File: config.mk
export PLATFORM = sky130hd
export DESIGN_NAME = bctl_board_control
export DESIGN_NICKNAME = d
export VERILOG_FILES = /design/src/bctl_pkg.sv /design/src/bctl_sync.sv /design/src/bctl_board_control.sv
export SDC_FILE = /design/constraint.sdc
export NUM_CORES = 1
export LEC_CHECK = 0
export BUFFER_PORTS_ARGS = -buffer_cell sky130_fd_sc_hd__buf_2
export CORE_UTILIZATION = 40
export CTS_CLUSTER_DIAMETER = 120
export CTS_CLUSTER_SIZE = 12
export DETAILED_ROUTE_END_ITERATION = 12
export PLACE_DENSITY = 0.71
export SYNTH_ARGS = -nofsm -noshare
export SYNTH_HDL_FRONTEND = slang
export SYNTH_SLANG_ARGS = --single-unit
export TNS_END_PERCENT = 50
File: constraint.sdc
create_clock -name sys_clk -period 1.9 [get_ports sys_clk]
set_clock_uncertainty 0.1 [all_clocks]
set_input_delay 0.19 -clock sys_clk [delete_from_list [all_inputs] [get_ports sys_clk]]
set_output_delay 0.19 -clock sys_clk [all_outputs]
set_load 0.01 [all_outputs]
File: src/bctl_pkg.sv
package bctl_pkg;

  // register map, word address on the control bus
  localparam logic [9:0]  BOARD_CONTROL_ADDR = 10'h009;

  // big-endian bit numbering: printed bit n is data bit (31 - n)
  localparam int          ERR_CLEAR_BIT      = 31;
  localparam int          LAMP_BIT           = 28;
  localparam int          SHUTDOWN_MSB       = 11;
  localparam int          SHUTDOWN_LSB       = 0;

  // reset values and the power-down code
  localparam logic [11:0] SHUTDOWN_RESET     = 12'h000;
  localparam logic [11:0] SHUTDOWN_CODE      = 12'h0ff;
  localparam logic        LAMP_RESET         = 1'b0;

  // bus answer latency, in cycles
  localparam int          ACK_DELAY_CYCLES   = 1;

  // control bus request
  typedef struct packed {
    logic        read;
    logic        write;
    logic [9:0]  addr;
    logic [31:0] wdata;
  } bctl_req_type;

  // board-side control outputs
  typedef struct packed {
    logic        err_clear;
    logic        lamp_on;
    logic        shutdown_req;
    logic [11:0] shutdown_code;
  } bctl_ctl_type;

  typedef enum logic [1:0] {
    BCTL_LAMP_WAIT = 2'b01,
    BCTL_LAMP_RUN  = 2'b10
  } bctl_lamp_state_type;

endpackage

File: src/bctl_sync.sv
`timescale 1ns/1ps
// three-stage synchroniser; output changes once stages two and three agree
module bctl_sync (
  // clock and reset
  input  wire logic sys_clk,
  input  wire logic reset_n,
  input  wire logic clk_en,
  // level
  input  wire logic async_in,
  output logic      sync_out
);

  logic [2:0] stage;
  logic       agree;

  assign agree = (stage[1] == stage[2]);

  always_ff @(posedge sys_clk or negedge reset_n) begin
    if (!reset_n) begin
      stage <= 3'h0;
    end else if (clk_en) begin
      stage <= {stage[1:0], async_in};
    end
  end

  always_ff @(posedge sys_clk or negedge reset_n) begin
    if (!reset_n) begin
      sync_out <= 1'b0;
    end else if (clk_en && agree) begin
      sync_out <= stage[2];
    end
  end

endmodule

File: src/bctl_board_control.sv
`timescale 1ns/1ps
// Contract
// - writing one to printed bit 0 clears the latched bus-error lamp.
// - lamps switch on automatically after reset once all clock managers lock.
// - after reset, writes to printed bit 3 set lamps off or on.
// - shutdown field holding 0x0FF requests board power-down.
// - shutdown field resets to all zeros.
// - bus master clock and block clock synchronous, integer frequency ratio.
module bctl_board_control (
  // clock and reset
  input  wire logic                  sys_clk,
  input  wire logic                  reset_n,
  input  wire logic                  clk_en,
  // control bus slave
  input  wire bctl_pkg::bctl_req_type bus_req,
  output logic                       bus_ack,
  output logic [31:0]                bus_rdata,
  // board status
  input  wire logic                  clk_locked,
  input  wire logic                  bus_error,
  // board controls
  output logic                       error_lamp,
  output bctl_pkg::bctl_ctl_type     board_ctl
);

  bctl_pkg::bctl_lamp_state_type lamp_state;
  bctl_pkg::bctl_lamp_state_type next_lamp_state;

  // board pins: bit 0 is clock lock, bit 1 is bus error
  logic [1:0]             pin_in;
  logic [1:0]             pin_sync;
  logic                   locked_sync;
  logic                   error_sync;

  // bus decode and answer
  logic                   hit;
  logic                   access;
  logic                   wr_hit;
  logic                   rd_hit;
  logic                   req_d;
  logic                   next_req_d;

  // write data split into its fields
  logic                   wr_clear_bit;
  logic                   wr_lamp_bit;
  logic [11:0]            wr_code;

  // register fields and their next values
  logic                   err_clear;
  logic                   next_err_clear;
  logic                   lamp_on;
  logic                   next_lamp_on;
  logic                   lamp_auto;
  logic [11:0]            shutdown_code;
  logic [11:0]            next_shutdown_code;
  logic                   error_latched;
  logic                   next_error;
  logic [31:0]            next_rdata;
  bctl_pkg::bctl_ctl_type next_board_ctl;

  // address decode, kept in one place for every strobe
  function automatic logic addr_match(input logic [9:0] addr);
    addr_match = (addr == bctl_pkg::BOARD_CONTROL_ADDR);
  endfunction

  // a request stands while either strobe is up
  function automatic logic req_pending(input bctl_pkg::bctl_req_type req);
    req_pending = req.read | req.write;
  endfunction

  // the one field value that asks for power-down
  function automatic logic code_is_shutdown(input logic [11:0] code);
    code_is_shutdown = (code == bctl_pkg::SHUTDOWN_CODE);
  endfunction

  assign pin_in = {bus_error, clk_locked};

  // both pins cross the same way
  // a pulse shorter than two cycles can be lost
  for (genvar idx = 0; idx < 2; idx++) begin : g_pin_sync
    bctl_sync u_sync (
      .sys_clk  (sys_clk),
      .reset_n  (reset_n),
      .clk_en   (clk_en),
      .async_in (pin_in[idx]),
      .sync_out (pin_sync[idx])
    );
  end

  assign locked_sync = pin_sync[0];
  assign error_sync  = pin_sync[1];

  // requests run on sys_clk, no crossing
  assign hit        = addr_match(bus_req.addr);
  assign access     = hit && req_pending(bus_req);
  assign wr_hit     = access && bus_req.write && !req_d;
  assign rd_hit     = access && bus_req.read && !req_d;
  assign next_req_d = access;

  // ack one cycle after the take, held while the request stands
  assign bus_ack = req_d && access;

  // printed bit n sits on data bit 31 - n
  assign wr_clear_bit = bus_req.wdata[bctl_pkg::ERR_CLEAR_BIT];
  assign wr_lamp_bit  = bus_req.wdata[bctl_pkg::LAMP_BIT];
  assign wr_code      = bus_req.wdata[bctl_pkg::SHUTDOWN_MSB:bctl_pkg::SHUTDOWN_LSB];

  assign next_err_clear = wr_hit ? wr_clear_bit : err_clear;

  // held clear beats a new error, lamp stays dark until re-armed
  assign next_error = err_clear ? 1'b0 : (error_latched | error_sync);

  assign lamp_auto = (lamp_state == bctl_pkg::BCTL_LAMP_WAIT) && locked_sync;

  assign next_lamp_on = wr_hit ? wr_lamp_bit : (lamp_on | lamp_auto);

  assign next_shutdown_code = wr_hit ? wr_code : shutdown_code;

  // all fields write-only, reads give zero
  assign next_rdata = 32'h0000_0000;

  assign next_board_ctl = {err_clear, lamp_on, code_is_shutdown(shutdown_code), shutdown_code};

  always_comb begin
    next_lamp_state = lamp_state;
    case (lamp_state)
      bctl_pkg::BCTL_LAMP_WAIT: begin
        if (locked_sync) begin
          next_lamp_state = bctl_pkg::BCTL_LAMP_RUN;
        end
      end
      bctl_pkg::BCTL_LAMP_RUN: begin
        next_lamp_state = bctl_pkg::BCTL_LAMP_RUN;
      end
      default: begin
        next_lamp_state = bctl_pkg::BCTL_LAMP_WAIT;
      end
    endcase
  end

  // state only moves with the enable
  always_ff @(posedge sys_clk or negedge reset_n) begin
    if (!reset_n) begin
      lamp_state <= bctl_pkg::BCTL_LAMP_WAIT;
    end else if (clk_en) begin
      lamp_state <= next_lamp_state;
    end
  end

  // blocks a second take of one request
  always_ff @(posedge sys_clk or negedge reset_n) begin
    if (!reset_n) begin
      req_d <= 1'b0;
    end else if (clk_en) begin
      req_d <= next_req_d;
    end
  end

  always_ff @(posedge sys_clk or negedge reset_n) begin
    if (!reset_n) begin
      err_clear <= 1'b0;
    end else if (clk_en) begin
      err_clear <= next_err_clear;
    end
  end

  always_ff @(posedge sys_clk or negedge reset_n) begin
    if (!reset_n) begin
      shutdown_code <= bctl_pkg::SHUTDOWN_RESET;
    end else if (clk_en) begin
      shutdown_code <= next_shutdown_code;
    end
  end

  always_ff @(posedge sys_clk or negedge reset_n) begin
    if (!reset_n) begin
      lamp_on <= bctl_pkg::LAMP_RESET;
    end else if (clk_en) begin
      lamp_on <= next_lamp_on;
    end
  end

  always_ff @(posedge sys_clk or negedge reset_n) begin
    if (!reset_n) begin
      error_latched <= 1'b0;
    end else if (clk_en) begin
      error_latched <= next_error;
    end
  end

  // read data loads at a read take
  always_ff @(posedge sys_clk or negedge reset_n) begin
    if (!reset_n) begin
      bus_rdata <= 32'h0000_0000;
    end else if (clk_en && rd_hit) begin
      bus_rdata <= next_rdata;
    end
  end

  assign error_lamp = error_latched;

  always_ff @(posedge sys_clk or negedge reset_n) begin
    if (!reset_n) begin
      board_ctl <= '0;
    end else if (clk_en) begin
      board_ctl <= next_board_ctl;
    end
  end

endmodule

==> out/summary.md, run 1 <==
The number of antenna violations at the first check in global routing was 0; the highest net fanout along the worst path was 14. Headroom to the max-slew limit came out at 65.84%. The worst endpoint required time was 1.96 ns. The synthesized-area fraction occupied by ao, oa, aoi and oai cells works out to 2.926%. The mux cell area share after synthesis was 22.77%.

After synthesis, the largest family of logic cells by area is multiplexers. The share of power burned in registers was 57.5%. The logs give 4995 um for the first-pass GRT wire length and 1.73 ns for the arrival time at the worst endpoint. The net load switching power is 0.3904 mW, and the via count is 1,156. Summing the areas of all and, or, nand and nor instances in the mapped netlist gives 7.125% of the synthesized area. The tools report the launch instance of the worst min-delay path as bus_req[31].

Counting both buffers and inverters, the worst setup path holds a total of 0. For this run, the share of the core covered by cells in the final layout is 47.52%. The maximum number of pins on one net before global-route repair came out at 42. TritonCTS built the clock tree.

Combinational logic is responsible for 10.1% of the overall power. The number of antenna diodes in the final layout is 0. The number of sinks driven by the clock tree was 41. The most instantiated library cell after synthesis was sky130_fd_sc_hd__dfrtp_1. The total power divided by cell area was 727.7 nW/um^2. The switching share of total power works out to 23.90%. The worst hold-check path type is in -> reg.

The final RePlAce weighted congestion is 0.7187. The run finished with clean final reports. For the maximum clock insertion buffer count, the log shows 2. The internal power of the cells totals 1.243 mW. By startpoint and endpoint, the worst setup path is classified as reg -> reg. Of the cells placed in the final design, the portion with a size suffix greater than 1 is 45.73%. The tools report the terminus of the critical flop-to-flop path as shutdown_code[1]$_DFFE_PN0P_. The run gives 5201 um^2 as the area of the die. The height of the chip was 72.12 um.

The setup check on the worst reg-to-reg path leaves a slack of 0.24 ns. For the initial standard-cell utilization of the core, the log shows 41.64%. The post-CTS clock slew at the launch and capture registers of the worst setup and hold paths was 0.08 ns; the DRC violation count after routing was 0. After synthesis, the share of flip-flops with an asynchronous set or reset is 100.0%. During synthesis, Yosys emitted a total of 0 warnings.

The final layout contains routed wiring with a total length of 3047 um. The tools report the startpoint class of the critical path as a flip-flop. The worst hold path terminates at err_clear$_DFFE_PN0P_. The area growth from synthesis to layout is 14.12%. For the number of instances in the synthesized netlist, the log shows 146.

Of the total synthesized cell area, the portion taken by full adders, half adders and majority gates is 0.6361%. For this design, the slowest cell found on the critical path is sky130_fd_sc_hd__mux2_1. The number of routed nets with antenna violations is 0. The most used flip-flop cell after synthesis is sky130_fd_sc_hd__dfrtp_1. Setup repair after global routing left no endpoint under its margin. For this design the static power due to leakage is 1.237 nW.

Peak ir drop on the vdd network: 0.4206 mV. Counting instances in the post-synthesis netlist gives the leading cell types as sky130_fd_sc_hd__dfrtp_1 (40), sky130_fd_sc_hd__buf_4 (32), sky130_fd_sc_hd__mux2_2 (24). The final net count was 248. The cell depth of the worst min-delay path was 2. After clock tree synthesis, the setup repair step added 0 buffers. Walking the worst path, the cells encountered are and3b_1 > nand4_4 > mux2_1. For the part of the total power dissipated in the clock network, the log shows 32.5%.

Detailed placement ended at an HPWL of 2208 um. In this run the cell area of the synthesized design comes to 1967 um^2. The finished layout holds 266 standard cells, fillers aside. Once placement completed, the tool counted placed cells totaling 257. The die is 72.12 um wide. STA classifies the critical path endpoint as a flip-flop. The setup TNS is 0 ns, and the number of flops mapped to enable cells by yosys is 0. The logs give 1,073 for the number of global-route vias before repair and 2 for the maximum level of the CTS H-tree. By area the synthesized netlist is led by sky130_fd_sc_hd__dfrtp_1 (51%), sky130_fd_sc_hd__mux2_2 (14%), sky130_fd_sc_hd__buf_4 (12%). The sequential-to-total area share from yosys stat was 52.23%. The tools report the critical path startpoint as req_d$_DFFE_PN0P_. The number of CTS-inserted buffers is 5.

The core region is 4723 um^2. The number of flip-flops and latches in the synthesized netlist came out at 41. The tools report the final count of hold timing violations as 0. During I/O placement, the number of pins put on the boundary was 98. The tools report the initial DRC count as 32.

For the max-slew violation count, the log shows 0. The clock period could shrink to 1.664 ns. The cell family contributing the most delay on the critical path is simple AND/OR/NAND/NOR gates. The peak clock frequency supported by timing was 600.9 MHz. The number of instances resized during post-cts repair is 0. The first detailed-routing pass took 2 iterations. Max-cap violations in this run came to 0. The synthesized design spends more area on one cell type than any other, namely sky130_fd_sc_hd__dfrtp_1. The tightest hold path in the finished design has a slack of 0.03119 ns.

Global routing used 12.91% of the available tracks across all layers. Summing the areas of all xor and xnor instances in the mapped netlist gives 0% of the synthesized area. The synthesized design devotes to its leading area cell type 50.89% of total area. Count of buffers inserted at the top-level ports: 47. The final critical path takes up 87.59% of the cycle. The tools report the critical register-to-register path startpoint as req_d$_DFFE_PN0P_. Clock latency on the worst-skew pair, taken at its later pin, is 0.28 ns. CTS placed an instance of sky130_fd_sc_hd__clkbuf_8 at the clock tree root. The routed length per placed instance is 11.45 um. The transition at the pin with the smallest max-transition slack is 0.5124 ns, and the total grt overflow is 0. Counting cells, the worst reg-to-reg path comes to 3. Row generation in the floorplan step produced 25 rows.

Using the TritonRoute via totals, the vias-per-cell ratio works out to 4.346. Counting distinct cell types in the post-synthesis netlist gives 26. For this run, the slowest stage of the critical path takes 0.44 ns.

The setup-violating endpoint count in the final report came out at 0. The post-synthesis area per instance was 13.47 um^2.
[through the flow]
stage / setup WS (ns) / instance area, um^2 / power [mW]
final: 0.2357 / 2245 / 1.633
after global placement: 0.1989 / 2155 / 1.114
after detailed placement: 0.1856 / 2155 / 1.123
after global routing: 0.1498 / 2245 / 1.728
after floorplan: 0.4136 / 2083 / 1.094
after CTS: 0.2230 / 2245 / 1.662
[cell type report]
class,instances,area (um^2)
fill,435,2479
sequential,41,1027
multi-input combinational,96,778.2
timing repair buffer,50,260.3
tap,67,83.83
clock buffer,8,80.08
inverter,4,15.01
[flip-flops by register name (all words and copies together), names as in the netlist, 2 cells and up]
name and count:
g_pin_sync.u_sync.sync_out 2, lamp_state 2, board_ctl 15, g_pin_sync.u_sync.stage 6, shutdown_code 12
[what timing repair did]
item,CTS,global route
endpoints found under the setup margin,0,0
endpoints found under the hold margin,40,0
hold buffers,1,0
[worst register-to-register path, stage by stage (launching register included)]
cell and delay (ns):
sky130_fd_sc_hd__dfrtp_1 0.39, sky130_fd_sc_hd__and3b_1 0.26, sky130_fd_sc_hd__nand4_4 0.35, sky130_fd_sc_hd__mux2_1 0.44
[worst max path at each step]
stage / endpoint / cells after the start
finish: shutdown_code[1]$_DFFE_PN0P_ / 3
global route: shutdown_code[1]$_DFFE_PN0P_ / 3
CTS: shutdown_code[1]$_DFFE_PN0P_ / 3
detailed placement: shutdown_code[1]$_DFFE_PN0P_ / 4
global placement: shutdown_code[1]$_DFFE_PN0P_ / 4
floorplan: lamp_state[0]$_DFFE_PN1P_ / 4
[per-layer routing]
layer	share of wire (%)	global-route usage, %	vias up
met2	47	20.77	53
met5	0	0	-
li1	-	-	543
met3	7.5	4.861	5
met1	44	15.94	555
met4	1.5	4.575	0
[placed cells by master, fill, tap and decap left out]
cell                            netlist  final
sky130_fd_sc_hd__mux2_4               9      9
sky130_fd_sc_hd__nand4_4              1      1
sky130_fd_sc_hd__and3b_1              1      1
sky130_fd_sc_hd__clkbuf_1             0      3
sky130_fd_sc_hd__dfstp_2              1      1
sky130_fd_sc_hd__dlygate4sd3_1        0      1
sky130_fd_sc_hd__buf_2                0     47
sky130_fd_sc_hd__nor4b_4              2      2
sky130_fd_sc_hd__o21ai_0              3      3
sky130_fd_sc_hd__buf_4               32      2
sky130_fd_sc_hd__inv_1                4      4
sky130_fd_sc_hd__or4b_1               1      1
sky130_fd_sc_hd__nand2b_1             2      2
sky130_fd_sc_hd__dfrtp_1             40     40
sky130_fd_sc_hd__a31oi_1              1      1
sky130_fd_sc_hd__clkbuf_8             0      5
sky130_fd_sc_hd__o22ai_1              1      1
sky130_fd_sc_hd__a21oi_1              6      6
sky130_fd_sc_hd__nand4_1              1      1
sky130_fd_sc_hd__mux2_2              24     24
sky130_fd_sc_hd__ha_1                 1      1
sky130_fd_sc_hd__nand3_1              1      1
sky130_fd_sc_hd__nand4b_1             1      1
sky130_fd_sc_hd__nor3_1               1      1
sky130_fd_sc_hd__mux2i_1              2      2
sky130_fd_sc_hd__nor2_1               4      4
sky130_fd_sc_hd__conb_1               1     32
sky130_fd_sc_hd__mux2_1               2      2
[kinds of logic after synthesis]
group / Yosys count
flip-flops: 41
buffers and inverters: 40
multiplexers: 37
AND/OR/NAND/NOR: 15
AO/OA/AOI/OAI: 11
adder cells (fa/ha/maj): 1
other: 1
[power by group through the flow]
stage | clock, mW | sequential (mW) | combinational [mW]
after detailed placement | 0 | 0.956 | 0.167
after global placement | 0 | 0.953 | 0.161
after global routing | 0.594 | 0.946 | 0.189
final | 0.530 | 0.938 | 0.165
after CTS | 0.554 | 0.939 | 0.168
after floorplan | 0 | 0.948 | 0.145
Power figures use the tool's default switching activity.
==> inputs of run 2 (changes only) <==
BUFFER_PORTS_ARGS = -buffer_cell sky130_fd_sc_hd__buf_4   (was -buffer_cell sky130_fd_sc_hd__buf_2)
==> out/summary.md, run 2 (synthesis results as in run 1) <==
The run gives 1.96 ns (about the same) as the worst endpoint required time. The DRC violation count after routing is 0 (unchanged). The via count normalized by instance count is 4.418 (was 4.346). The logs give 41.64% (unchanged) for the initial standard-cell utilization of the core and 42 (unchanged) for the maximum number of pins on one net before global-route repair.

The count of buffers inserted at the top-level ports works out to 47 (unchanged). The final cycle utilization of the critical path came out at 87.62% (was 87.59%). The number of global-route vias before repair is 1,030 (was 1,073).

The flip-flop count of the largest register, all copies and words added is 15 (unchanged). The register-to-register setup slack is 0.24 ns (about the same), and the headroom to the max-slew limit is 66.32% (was 65.84%). For the number of CTS-inserted buffers, the log shows 5 (unchanged).

Arrival time at the worst endpoint: 1.73 ns (about the same). For the leakage power, the log shows 1.258 nW (was 1.237 nW). The tools report the terminus of the critical flop-to-flop path as shutdown_code[1]$_DFFE_PN0P_ (unchanged). The detailed placer's ending HPWL was 2304 um (was 2208 um). The run gives 0 (unchanged) as the number of diodes added for antenna fixing. Setup TNS: 0 ns (unchanged). The peak ir drop on the vdd network is 0.4392 mV (was 0.4206 mV).

The maximum clock insertion buffer count was 2 (unchanged). The logs give 4723 um^2 (unchanged) for the area inside the core boundary and 0 (unchanged) for the setup-violating endpoint count in the final report. The overall track demand over capacity in global routing is 12.87% (was 12.91%). The tools report the timing endpoint of the critical path as shutdown_code[1]$_DFFE_PN0P_ (unchanged).

The transition at the pin with the smallest max-transition slack is 0.5052 ns (was 0.5124 ns), and the clock latency on the worst-skew pair is 0.28 ns (about the same). The element type at the critical path end is a flip-flop (unchanged). The routed length per placed instance came out at 11.92 um (was 11.45 um). The highest net fanout along the worst path was 14 (unchanged); the number of maximum-capacitance violations was 0 (unchanged). Leading registers by flop count: board_ctl: 15 flops, shutdown_code: 12 flops, g_pin_sync.u_sync.stage: 6 flops (unchanged). Setup repair after global routing left no endpoint under its margin. The logs give 256 (was 257) for the total instance count after detailed placement and 4981 um (was 4995 um) for the first-pass GRT wire length. The max-slew violation count is 0 (unchanged). The minimum period implied by the final worst setup slack works out to 1.665 ns (was 1.664 ns). The startpoint class of the critical path is a flip-flop (unchanged). The critical path startpoint is req_d$_DFFE_PN0P_ (unchanged). The run gives 5201 um^2 (unchanged) as the area of the die.

The area growth from synthesis to final layout is 19.40% (was 14.12%). The launch instance of the worst min-delay path was bus_req[31] (unchanged). Cell count of the worst reg-to-reg path: 3 (unchanged). The category of the most critical setup path is reg -> reg (unchanged). The worst hold-check path type was in -> reg (unchanged). Horizontal extent of the die: 72.12 um (unchanged).

The post-CTS clock slew at the launch and capture registers of the worst setup and hold paths is 0.07 ns (was 0.08 ns). The run finished with clean final reports. The number of antenna violations at the first check in global routing is 0 (unchanged).

Number of sinks driven by the clock tree: 41 (unchanged). The tools report the clock root buffer master as sky130_fd_sc_hd__clkbuf_8 (unchanged). The height of the chip works out to 72.12 um (unchanged). Maximum level of the CTS H-tree: 2 (unchanged).

The total grt overflow was 0 (unchanged); the number of standard-cell rows in the floorplan was 25 (unchanged). TritonCTS built the clock tree. The number of routed nets with antenna violations is 0 (unchanged), and the via count is 1,162 (was 1,156). For the filler-free cell count of the finished design, the log shows 263 (was 266). The fraction of layout instances using a drive strength above 1 is 46.43% (was 45.73%).

Most frequent standard cell in the layout excluding fill and tap cells: sky130_fd_sc_hd__buf_4 (was sky130_fd_sc_hd__buf_2). The detailed-router iteration count before antenna repair came out at 3 (was 2). The logs give 21 (was 32) for the initial DRC count and 600.7 MHz (was 600.9 MHz) for the peak clock frequency supported by timing. The critical register-to-register path startpoint is req_d$_DFFE_PN0P_ (unchanged).

Flip-flop and latch area: 1027 um^2 (unchanged). Commonest cells after routing, fill and taps aside: sky130_fd_sc_hd__buf_4 (48), sky130_fd_sc_hd__dfrtp_1 (40), sky130_fd_sc_hd__conb_1 (32) (was sky130_fd_sc_hd__buf_2 (47), sky130_fd_sc_hd__dfrtp_1 (40), sky130_fd_sc_hd__conb_1 (32)). The run gives 3134 um (was 3047 um) as the final routed wirelength across all metal layers. The total power divided by cell area came out at 692.2 nW/um^2 (was 727.7 nW/um^2). The logs give 0 (unchanged) for the post-CTS setup buffer count and 0.6931 (was 0.7187) for the final RePlAce weighted congestion.

The run gives 433 (was 435) as the number of fill cells in the layout. Register bank with the most flops: board_ctl (unchanged). The logs give 247 (was 248) for the final net count and 98 (unchanged) for the number of placed I/O pins. The end-of-flow core utilization came out at 49.72% (was 47.52%).

The final count of hold timing violations was 0 (unchanged); the combined area of the multi-input logic cells was 778.2 um^2 (unchanged).
## run 2: worst max-delay path: stages, from the launching register on
cell and delay, ns:
sky130_fd_sc_hd__dfrtp_1 0.39, sky130_fd_sc_hd__and3b_1 0.27, sky130_fd_sc_hd__nand4_4 0.34, sky130_fd_sc_hd__mux2_1 0.44
## run 2: through the flow
step	instance area, um^2	power (mW)	setup slack [ns]	hold WS, ns
finish	2349	1.626	0.2353	0.03296
global route	2349	1.709	0.1719	0.01821
CTS	2349	1.655	0.2126	0.02195
detailed placement	2265	1.139	0.1735	0.1051
global placement	2265	1.134	0.1920	0.1021
floorplan	2083	1.094	0.4136	-0.2056
## run 2: area by class of cell
type / instances / area share (%)
clock buffer: 5 / 2.930
clock inverter: 1 / 0.2131
inverter: 4 / 0.6393
multi-input combinational: 96 / 33.14
sequential: 41 / 43.74
tap: 67 / 3.570
timing repair buffer: 49 / 15.77
## run 2: worst min path at each step
stage                                                endpoint  cells after the start
global placement    g_pin_sync[0].u_sync.stage[0]$_DFFE_PN0P_                      1
CTS                              shutdown_code[1]$_DFFE_PN0P_                      2
global route                            err_clear$_DFFE_PN0P_                      2
finish                                  err_clear$_DFFE_PN0P_                      2
floorplan                            board_ctl[0]$_DFFE_PN0P_                      0
detailed placement  g_pin_sync[0].u_sync.stage[0]$_DFFE_PN0P_                      1
## run 2: per-layer routing
metal	track usage, %	wire length (um)
met5	0	0
met4	6.536	60
met3	3.472	209
met2	19.11	1421
met1	17.34	1442
## run 2: timing repair
item	in CTS	in global routing
hold endpoints to repair	40	0
hold buffers	1	0
resized for setup	0	0
setup endpoints to repair	0	0
## run 2: report_power, final
group / switching [mW] / internal [mW] / total, mW / leakage, nW
Combinational: 0.0931 / 0.0900 / 0.183 / 0.676
Sequential: 0.0277 / 0.910 / 0.938 / 0.543
Clock: 0.263 / 0.241 / 0.504 / 0.0399
